`config.mk`:
```
export PLATFORM = sky130hd
export DESIGN_NAME = free_timer
export DESIGN_NICKNAME = d
export VERILOG_FILES = /design/src/rtl/timer_pkg.sv /design/src/rtl/count_source.sv /design/src/rtl/capture_edge.sv /design/src/rtl/free_timer.sv
export SDC_FILE = /design/constraint.sdc
export NUM_CORES = 1
export LEC_CHECK = 0
export BUFFER_PORTS_ARGS = -buffer_cell sky130_fd_sc_hd__buf_2
export CORE_ASPECT_RATIO = 2
export CORE_MARGIN = 5
export CORE_UTILIZATION = 45
export CTS_CLUSTER_SIZE = 30
export DETAILED_ROUTE_END_ITERATION = 8
export HOLD_SLACK_MARGIN = 0.12
export PLACE_DENSITY = 0.68
export SLEW_MARGIN = 0
export SYNTH_ARGS = -nofsm -noshare
export SYNTH_HDL_FRONTEND = slang
export SYNTH_SLANG_ARGS = --single-unit
```
`constraint.sdc`:
```
create_clock -name i_clk -period 2.1 [get_ports i_clk]
set_input_delay 0.105 -clock i_clk [delete_from_list [all_inputs] [get_ports i_clk]]
set_output_delay 0.105 -clock i_clk [all_outputs]
set_load 0.005 [all_outputs]
```
`src/rtl/timer_pkg.sv`:
```
package timer_pkg;

	// Byte addresses on the peripheral bus; even is upper byte, odd is lower byte
	localparam logic [3:0] ADDR_COUNT_HI     = 4'h0;
	localparam logic [3:0] ADDR_COUNT_LO     = 4'h1;
	localparam logic [3:0] ADDR_COMPARE_HI   = 4'h2;
	localparam logic [3:0] ADDR_COMPARE_LO   = 4'h3;
	localparam logic [3:0] ADDR_CAP_A_HI     = 4'h4;
	localparam logic [3:0] ADDR_CAP_A_LO     = 4'h5;
	localparam logic [3:0] ADDR_CAP_B_HI     = 4'h6;
	localparam logic [3:0] ADDR_CAP_B_LO     = 4'h7;
	localparam logic [3:0] ADDR_CAP_C_HI     = 4'h8;
	localparam logic [3:0] ADDR_CAP_C_LO     = 4'h9;
	localparam logic [3:0] ADDR_CAP_D_HI     = 4'hA;
	localparam logic [3:0] ADDR_CAP_D_LO     = 4'hB;
	localparam logic [3:0] ADDR_CAPTURE_CTRL = 4'hC;
	localparam logic [3:0] ADDR_COMPARE_CTRL = 4'hD;

	// Reset values and fixed bits
	localparam logic [7:0]  CAPTURE_CTRL_RESET  = 8'h00;
	localparam logic [7:0]  COMPARE_CTRL_RESET  = 8'hE0;
	localparam logic [7:0]  COMPARE_CTRL_FIXED  = 8'hE0;
	localparam logic [7:0]  UNMAPPED_READ       = 8'h00;
	localparam logic [15:0] WORD_RESET          = 16'h0000;
	localparam logic [15:0] COUNT_TOP           = 16'hFFFF;

	// Field positions in capture_edge_clock_control
	localparam int EDGE_A_BIT  = 7;
	localparam int EDGE_B_BIT  = 6;
	localparam int EDGE_C_BIT  = 5;
	localparam int EDGE_D_BIT  = 4;
	localparam int BUF_A_BIT   = 3;
	localparam int BUF_B_BIT   = 2;
	localparam int SRC_HI_BIT  = 1;
	localparam int SRC_LO_BIT  = 0;

	// Field positions in compare_output_control
	localparam int SEL_BIT     = 4;
	localparam int EN_A_BIT    = 3;
	localparam int EN_B_BIT    = 2;
	localparam int LVL_A_BIT   = 1;
	localparam int LVL_B_BIT   = 0;

	// Count source codes and prescaler masks (count when low bits all ones)
	localparam logic [1:0] SRC_DIV2     = 2'h0;
	localparam logic [1:0] SRC_DIV8     = 2'h1;
	localparam logic [1:0] SRC_DIV32    = 2'h2;
	localparam logic [1:0] SRC_EXTERNAL = 2'h3;
	localparam logic [4:0] DIV2_MASK    = 5'h01;
	localparam logic [4:0] DIV8_MASK    = 5'h07;
	localparam logic [4:0] DIV32_MASK   = 5'h1F;

	// Host byte access
	typedef struct packed {
		logic       rd;
		logic       wr;
		logic [3:0] addr;
		logic [7:0] wdata;
	} bus_req_t;

	// Which 16-bit word an address reaches
	typedef enum logic [2:0] {
		WORD_NONE,
		WORD_COUNT,
		WORD_COMPARE,
		WORD_CAP_A,
		WORD_CAP_B,
		WORD_CAP_C,
		WORD_CAP_D
	} word_sel_t;

	function automatic word_sel_t word_of(input logic [3:0] addr);
		if (addr[3:1] == ADDR_COUNT_HI[3:1])
			return WORD_COUNT;
		else if (addr[3:1] == ADDR_COMPARE_HI[3:1])
			return WORD_COMPARE;
		else if (addr[3:1] == ADDR_CAP_A_HI[3:1])
			return WORD_CAP_A;
		else if (addr[3:1] == ADDR_CAP_B_HI[3:1])
			return WORD_CAP_B;
		else if (addr[3:1] == ADDR_CAP_C_HI[3:1])
			return WORD_CAP_C;
		else if (addr[3:1] == ADDR_CAP_D_HI[3:1])
			return WORD_CAP_D;
		else
			return WORD_NONE;
	endfunction : word_of

endpackage : timer_pkg

```
`src/rtl/count_source.sv`:
```
`timescale 1ns/1ps
// Makes the one-cycle count enable for the counter from the selected source
module count_source
(
	input  wire logic       i_clk,
	input  wire logic       i_rst,
	input  wire logic [1:0] i_source,
	input  wire logic       i_ext_clk,
	output logic            o_count_en
);

	typedef struct packed {
		logic [4:0] prescale;
		logic       ext_prev;
		logic       primed;
	} src_state_t;

	src_state_t s;
	src_state_t next_s;
	logic [4:0] mask;

	// Prescaler runs freely; a switch of source may give one short first period
	always_comb
	begin
		next_s          = s;
		next_s.prescale = s.prescale + 5'h01;
		next_s.ext_prev = i_ext_clk;
		next_s.primed   = 1'b1;
		if (i_source == timer_pkg::SRC_DIV2)
			mask = timer_pkg::DIV2_MASK;
		else if (i_source == timer_pkg::SRC_DIV8)
			mask = timer_pkg::DIV8_MASK;
		else
			mask = timer_pkg::DIV32_MASK;
	end

	assign o_count_en = s.primed & ((i_source == timer_pkg::SRC_EXTERNAL)
		? (i_ext_clk & ~s.ext_prev)
		: ((s.prescale & mask) == mask));

	always_ff @(posedge i_clk)
	begin
		if (i_rst)
			s <= '0;
		else
			s <= next_s;
	end

endmodule : count_source

```
`src/rtl/capture_edge.sv`:
```
`timescale 1ns/1ps
// Per-input edge detector with selectable polarity, index 0..3 is A..D
module capture_edge
(
	input  wire logic       i_clk,
	input  wire logic       i_rst,
	input  wire logic [3:0] i_pin,
	input  wire logic [3:0] i_rising,
	output logic      [3:0] o_edge
);

	typedef struct packed {
		logic [3:0] prev;
		logic       primed;
	} edge_state_t;

	edge_state_t s;
	edge_state_t next_s;

	// No edge is reported until a real previous sample exists
	genvar g;
	generate
		for (g = 0; g < 4; g++)
		begin : g_edge
			assign o_edge[g] = s.primed & (i_rising[g] ? (i_pin[g] & ~s.prev[g])
				: (~i_pin[g] & s.prev[g]));
		end
	endgenerate

	always_comb
	begin
		next_s        = s;
		next_s.prev   = i_pin;
		next_s.primed = 1'b1;
	end

	always_ff @(posedge i_clk)
	begin
		if (i_rst)
			s <= '0;
		else
			s <= next_s;
	end

endmodule : capture_edge

```
`src/rtl/free_timer.sv`:
```
`timescale 1ns/1ps
// Overview of operation
// - capture control clears on reset, low power
// - edge bit 0 falling, 1 rising
// - bit 3 makes C buffer A
// - bit 2 makes D buffer B
// - source field picks divide or external
// - compare control resets to E0
// - top three compare control bits read one
// - select bit steers shared compare address
// - enable A lets compare A drive pin
// - enable B lets compare B drive pin
// - match A drives level A
// - match B drives level B
// - one byte latch reaches all words
// - upper write latches, lower write commits
// - upper read latches lower for later
// - compare reads bypass the latch
// - pins read zero until first match
// - buffered capture shifts old value along
module free_timer
(
	input  wire logic                i_clk,
	input  wire logic                i_rst,
	input  wire logic                i_low_power,
	input  wire timer_pkg::bus_req_t i_bus,
	output logic [7:0]               o_bus_rdata,
	input  wire logic [3:0]          i_capture_pin,
	input  wire logic                i_ext_clk,
	output logic [1:0]               o_compare_pin,
	output logic [1:0]               o_compare_pin_oe,
	output logic [3:0]               o_capture_event,
	output logic [1:0]               o_compare_match,
	output logic                     o_overflow
);

	typedef struct packed {
		logic [15:0]       count;
		logic [1:0][15:0]  ocr;
		logic [3:0][15:0]  icr;
		logic [7:0]        temp;
		logic [7:0]        cap_ctrl;
		logic [7:0]        cmp_ctrl;
		logic [1:0]        pin_level;
		logic [7:0]        rdata;
		logic [3:0]        cap_hold;
	} timer_state_t;

	localparam timer_state_t STATE_RESET = '{
		count:     timer_pkg::WORD_RESET,
		ocr:       '0,
		icr:       '0,
		temp:      8'h00,
		cap_ctrl:  timer_pkg::CAPTURE_CTRL_RESET,
		cmp_ctrl:  timer_pkg::COMPARE_CTRL_RESET,
		pin_level: 2'h0,
		rdata:     8'h00,
		cap_hold:  4'h0
	};

	timer_state_t s;
	timer_state_t next_s;

	logic                 clear;
	logic                 count_en;
	logic [3:0]           edge_seen;
	logic [3:0]           rising;
	logic [3:0]           blocked;
	logic [3:0]           fire;
	logic [1:0]           match;
	logic                 buf_a;
	logic                 buf_b;
	logic                 cmp_sel;
	logic                 upper;
	logic                 lower;
	timer_pkg::word_sel_t word;

	// Low-power modes reset the whole timer just as the chip reset does
	assign clear   = i_rst | i_low_power;
	assign buf_a   = s.cap_ctrl[timer_pkg::BUF_A_BIT];
	assign buf_b   = s.cap_ctrl[timer_pkg::BUF_B_BIT];
	assign cmp_sel = s.cmp_ctrl[timer_pkg::SEL_BIT];
	assign word    = timer_pkg::word_of(i_bus.addr);
	assign upper   = ~i_bus.addr[0];
	assign lower   = i_bus.addr[0];
	assign rising  = {s.cap_ctrl[timer_pkg::EDGE_D_BIT], s.cap_ctrl[timer_pkg::EDGE_C_BIT],
		s.cap_ctrl[timer_pkg::EDGE_B_BIT], s.cap_ctrl[timer_pkg::EDGE_A_BIT]};

	count_source u_count_source
	(
		.i_clk      (i_clk),
		.i_rst      (clear),
		.i_source   (s.cap_ctrl[timer_pkg::SRC_HI_BIT:timer_pkg::SRC_LO_BIT]),
		.i_ext_clk  (i_ext_clk),
		.o_count_en (count_en)
	);

	capture_edge u_capture_edge
	(
		.i_clk    (i_clk),
		.i_rst    (clear),
		.i_pin    (i_capture_pin),
		.i_rising (rising),
		.o_edge   (edge_seen)
	);

	// A capture landing during an upper-byte read of its word waits one clock,
	// so the lower byte parked in the latch still belongs to the word just read
	always_comb
	begin
		blocked    = 4'h0;
		blocked[0] = i_bus.rd & upper & ((word == timer_pkg::WORD_CAP_A)
			| (buf_a & (word == timer_pkg::WORD_CAP_C)));
		blocked[1] = i_bus.rd & upper & ((word == timer_pkg::WORD_CAP_B)
			| (buf_b & (word == timer_pkg::WORD_CAP_D)));
		blocked[2] = i_bus.rd & upper & ((word == timer_pkg::WORD_CAP_C)
			| (buf_a & (word == timer_pkg::WORD_CAP_A)));
		blocked[3] = i_bus.rd & upper & ((word == timer_pkg::WORD_CAP_D)
			| (buf_b & (word == timer_pkg::WORD_CAP_B)));
	end

	assign fire = (edge_seen | s.cap_hold) & ~blocked;

	// Match fires on the counter's last clock at the matching value
	assign match[0] = count_en & (s.count == s.ocr[0]);
	assign match[1] = count_en & (s.count == s.ocr[1]);

	// Next state of the timer core and its byte port
	always_comb
	begin
		next_s          = s;
		next_s.cap_hold = (edge_seen | s.cap_hold) & blocked;

		if (count_en)
			next_s.count = s.count + 16'h0001;

		if (fire[0])
		begin
			next_s.icr[0] = s.count;
			if (buf_a)
				next_s.icr[2] = s.icr[0];
		end
		if (fire[1])
		begin
			next_s.icr[1] = s.count;
			if (buf_b)
				next_s.icr[3] = s.icr[1];
		end
		// In buffered mode an edge on C or D only raises its event, no transfer
		if (fire[2] & ~buf_a)
			next_s.icr[2] = s.count;
		if (fire[3] & ~buf_b)
			next_s.icr[3] = s.count;

		if (match[0])
			next_s.pin_level[0] = s.cmp_ctrl[timer_pkg::LVL_A_BIT];
		if (match[1])
			next_s.pin_level[1] = s.cmp_ctrl[timer_pkg::LVL_B_BIT];

		if (i_bus.wr)
		begin
			if (i_bus.addr == timer_pkg::ADDR_CAPTURE_CTRL)
				next_s.cap_ctrl = i_bus.wdata;
			else if (i_bus.addr == timer_pkg::ADDR_COMPARE_CTRL)
				next_s.cmp_ctrl = i_bus.wdata | timer_pkg::COMPARE_CTRL_FIXED;
			else if ((word != timer_pkg::WORD_NONE) && upper)
				next_s.temp = i_bus.wdata;
			else if (word == timer_pkg::WORD_COUNT)
				// lower write commits; the host write beats a count
				next_s.count = {s.temp, i_bus.wdata};
			else if (word == timer_pkg::WORD_COMPARE)
				next_s.ocr[cmp_sel] = {s.temp, i_bus.wdata};
		end

		// Byte port reads; capture words accept no writes
		if (i_bus.rd)
		begin
			if (i_bus.addr == timer_pkg::ADDR_CAPTURE_CTRL)
				next_s.rdata = s.cap_ctrl;
			else if (i_bus.addr == timer_pkg::ADDR_COMPARE_CTRL)
				next_s.rdata = s.cmp_ctrl | timer_pkg::COMPARE_CTRL_FIXED;
			else if (word == timer_pkg::WORD_COMPARE)
				next_s.rdata = upper ? s.ocr[cmp_sel][15:8] : s.ocr[cmp_sel][7:0];
			else if ((word != timer_pkg::WORD_NONE) && upper)
			begin
				if (word == timer_pkg::WORD_COUNT)
				begin
					next_s.rdata = s.count[15:8];
					next_s.temp  = s.count[7:0];
				end
				else
				begin
					next_s.rdata = s.icr[word - timer_pkg::WORD_CAP_A][15:8];
					next_s.temp  = s.icr[word - timer_pkg::WORD_CAP_A][7:0];
				end
			end
			else if ((word != timer_pkg::WORD_NONE) && lower)
				next_s.rdata = s.temp;
			else
				next_s.rdata = timer_pkg::UNMAPPED_READ;
		end
	end

	always_ff @(posedge i_clk)
	begin
		if (clear)
			s <= STATE_RESET;
		else
			s <= next_s;
	end

	assign o_bus_rdata = s.rdata;
	assign o_compare_pin = s.pin_level;
	assign o_compare_pin_oe = {s.cmp_ctrl[timer_pkg::EN_B_BIT], s.cmp_ctrl[timer_pkg::EN_A_BIT]};
	assign o_capture_event  = fire;
	assign o_compare_match  = match;
	assign o_overflow       = count_en & (s.count == timer_pkg::COUNT_TOP);

endmodule : free_timer

```
==> impl_metrics.env <==
export IMPL_cp_slowest_cell="or3b_4"
export IMPL_hold_ws_ps=175.6
export IMPL_synth_edf_count=0
export IMPL_routed_via_count=6991
export IMPL_ys_seq_area_frac=0.3934
export IMPL_clk_latency_ps=430
export IMPL_wl_per_cell_um=21.16
export IMPL_rrSetupSlack_ps=160
export IMPL_critPathCaptureType="output pin"
export IMPL_core_area_um2=17700
export IMPL_ys_types=54
export IMPL_syn_area_um2=8040
export IMPL_drt_first_pass_iters=5
export IMPL_path_class="flip-flop to output pin"
export IMPL_clkPwrFrac=0.468
export IMPL_drv_cap=0
export IMPL_clockRootBuffer="clkbuf_16"
export IMPL_critPathTopFamily="simple AND/OR/NAND/NOR gates"
export IMPL_cts_sinks=158
export IMPL_area_growth_syn_to_layout_pct=15.50
export IMPL_status="completed"
export IMPL_die_h_um=199.0
export IMPL_numCtsBuffers=17
export IMPL_ys_warn_count=0
export IMPL_drive_gt1_frac=0.1572
export IMPL_internal_power_uw=5018
export IMPL_io_buffer_count=40
export IMPL_ys_async_sr_fraction=0
export IMPL_place_inst=1134
export IMPL_critical_path_arrival_ps=1900
export IMPL_comb_power_share=0.069
export IMPL_syn_inst=917
export IMPL_worst_slew_pin_slew_ps=729.6
export IMPL_synth_flop_cell="dfxtp_1"
export IMPL_final_common_cell="dfxtp_1"
export IMPL_tritoncts="built"
export IMPL_clockBufferDepth=2
export IMPL_critPathBufInv=1
export IMPL_drt_initial_drc_count=539
export IMPL_hold_viol_final=0
export IMPL_hold_path_class="input port to flip-flop"
export IMPL_reg2reg_depth=6
export IMPL_via_per_inst=5.925
export IMPL_leakage_uw=0.003668
export IMPL_num_antenna_cells=0
export IMPL_clock_skew_ps=11.57
export IMPL_cp_required_ps=2000
export IMPL_critPathLaunchType="flip-flop"
export IMPL_place_ws_ps=39.14
export IMPL_setup_slack_ps=96.12
export IMPL_rsz0062_at_grt="no"
export IMPL_layout_common_cells="dfxtp_1 (152), mux2i_1 (122), nand2_1 (102)"
export IMPL_rows=69
export IMPL_cp_cell_sequence="or3b_4 > a21boi_4 > nor2_2 > nor3_1 > buf_2"
export IMPL_clkTransAtPathRegs_ps=60
export IMPL_cp_depth=5
export IMPL_worstHoldPathCells=3
export IMPL_period_share=0.9542
export IMPL_fmax_ghz=0.4990
export IMPL_ant_nets=0
export IMPL_syn_nets=941
export IMPL_synth_seq_cells=158
export IMPL_p_sw_uw=1566
export IMPL_syn_area_per_cell_um2=8.768
export IMPL_finalWirelength_um=24960
export IMPL_start_util=0.4543
export IMPL_setup_viol_count_final=0
export IMPL_cp_max_fo=8
export IMPL_tns_ps=0
export IMPL_nFillCells=1619
export IMPL_gp_congestion=0.9556
export IMPL_slowest_delay_ps=420
export IMPL_grt_pass1_wl_um=39030
export IMPL_relSlewSlack=0.5118
export IMPL_period_minus_slack_ps=2004
export IMPL_seqPwrFrac=0.463
export IMPL_cts_htree_levels=4
export IMPL_track_usage=0.2404
export IMPL_drcViolationCount=0
export IMPL_grt_start_max_net_pins=55
export IMPL_antenna_found_initial=0
export IMPL_dp_hpwl_um=17530
export IMPL_fp_dieArea_um2=20800
export IMPL_grt_overflow_total=0
export IMPL_ioPinCount=41
export IMPL_nets=979
export IMPL_die_w_um=104.5
export IMPL_p_per_area_nw_per_um2=709.0
export IMPL_switching_share=0.2378
export IMPL_grt_pass1_vias=6905
export IMPL_fin_cells=1180
export IMPL_finalPower_uw=6584
export IMPL_final_max_slew_viol_count=0
export IMPL_ir_drop_uv=571.6
-- cell families (layout without fill, tap and decap cells) --
family / after synthesis / in the layout / share of synthesized area
adders and majority gates: 2 / 2 / 0.003112
DFF: 158 / 158 / 0.3934
xor gates and xnor gates: 49 / 49 / 0.05338
AOI/OAI and AO/OA: 191 / 191 / 0.1447
and+or+nand+nor: 295 / 295 / 0.1758
muxes: 130 / 130 / 0.1743
buffers and inverters: 92 / 142 / 0.05524
-- worst reg2reg max path: stages, from the launching register on --
cell and delay [ps]:
dfxtp_1 480, buf_4 240, nand4_1 250, nor3_1 310, o2111ai_1 180, xor2_1 170, o21ai_0 210
-- what timing repair did --
action	in CTS	in global routing
setup buffers	1	0
cloned	0	0
endpoints found under the setup margin	1	5
hold endpoints to repair	39	0
resized for setup	2	7
hold buffers	14	0
-- stage by stage --
stage | utilization | area (um2)
finish | 0.5247 | 9286
CTS | 0.5241 | 9275
global route | 0.5247 | 9286
floorplan | - | 8040
detailed placement | 0.4824 | 8538
global placement | 0.4824 | 8538
-- final timing paths --
check                                      start                        endpoint
hold reg to reg   u_count_source.s[2]$_SDFF_PN0_  u_count_source.s[2]$_SDFF_PN0_
hold / removal                             i_rst                 s[1]$_SDFF_PN0_
setup reg to reg               s[138]$_SDFF_PN0_               s[148]$_SDFF_PN0_
setup / recovery              s[22]$_SDFFE_PN0P_              o_compare_match[0]
-- synth_stat cells (3+ instances only) --
| library cell | number | area [um2] |
|---|---|---|
| a21o_1 | 6 | 45.04 |
| and2_1 | 10 | 62.56 |
| inv_1 | 4 | 15.01 |
| a21oi_1 | 66 | 330.3 |
| a211oi_1 | 10 | 75.07 |
| clkbuf_1 | 41 | 153.9 |
| a32o_1 | 5 | 50.05 |
| and4b_1 | 4 | 40.04 |
| nand2b_1 | 11 | 68.82 |
| or3_1 | 3 | 18.77 |
| nand3b_1 | 7 | 52.55 |
| mux4_2 | 8 | 180.2 |
| nand3_1 | 15 | 75.07 |
| nor4bb_1 | 3 | 30.03 |
| and3_1 | 3 | 18.77 |
| dfxtp_1 | 158 | 3163 |
| or4_1 | 3 | 22.52 |
| o21ai_0 | 53 | 265.3 |
| nor3_1 | 11 | 55.05 |
| o2111ai_1 | 3 | 26.28 |
| nor4_1 | 9 | 56.30 |
| buf_1 | 6 | 22.52 |
| o221ai_1 | 5 | 43.79 |
| nand4_1 | 4 | 25.02 |
| a211o_1 | 9 | 78.83 |
| nor2b_1 | 6 | 37.54 |
| nor2_1 | 92 | 345.3 |
| buf_2 | 21 | 105.1 |
| buf_4 | 19 | 142.6 |
| a221o_1 | 3 | 30.03 |
| a221oi_1 | 5 | 43.79 |
| nand2_1 | 102 | 382.9 |
| o211ai_1 | 4 | 30.03 |
| mux2i_1 | 122 | 1221 |
| o21ai_1 | 16 | 80.08 |
| xor2_1 | 48 | 420.4 |
-- routing by layer --
layer	GRT usage	up-vias	part of all wire
met5	0	-	0
met4	0.1768	0	0.074
met3	0.03280	95	0.043
met2	0.4258	270	0.52
met1	0.2575	3340	0.36
li1	-	3286	-
-- cell type report --
class / count / area [um2] / area share
Clock buffer: 21 / 470.5 / 0.05066
Multi-Input combinational cell: 667 / 4446 / 0.4787
Tap cell: 213 / 266.5 / 0.02870
Sequential cell: 158 / 3171 / 0.3414
Clock inverter: 10 / 113.9 / 0.01226
Inverter: 4 / 15.01 / 0.001617
Timing Repair Buffer: 107 / 804.5 / 0.08663
-- power by group through the flow --
stage / logic, uW / registers (uW) / clock network, uW
finish: 455 / 3050 / 3080
global route: 484 / 3050 / 3230
CTS: 450 / 3050 / 3110
detailed placement: 426 / 3110 / 0
global placement: 424 / 3110 / 0
floorplan: 267 / 3100 / 0
No activity file was read; power rests on OpenSTA's default activity.
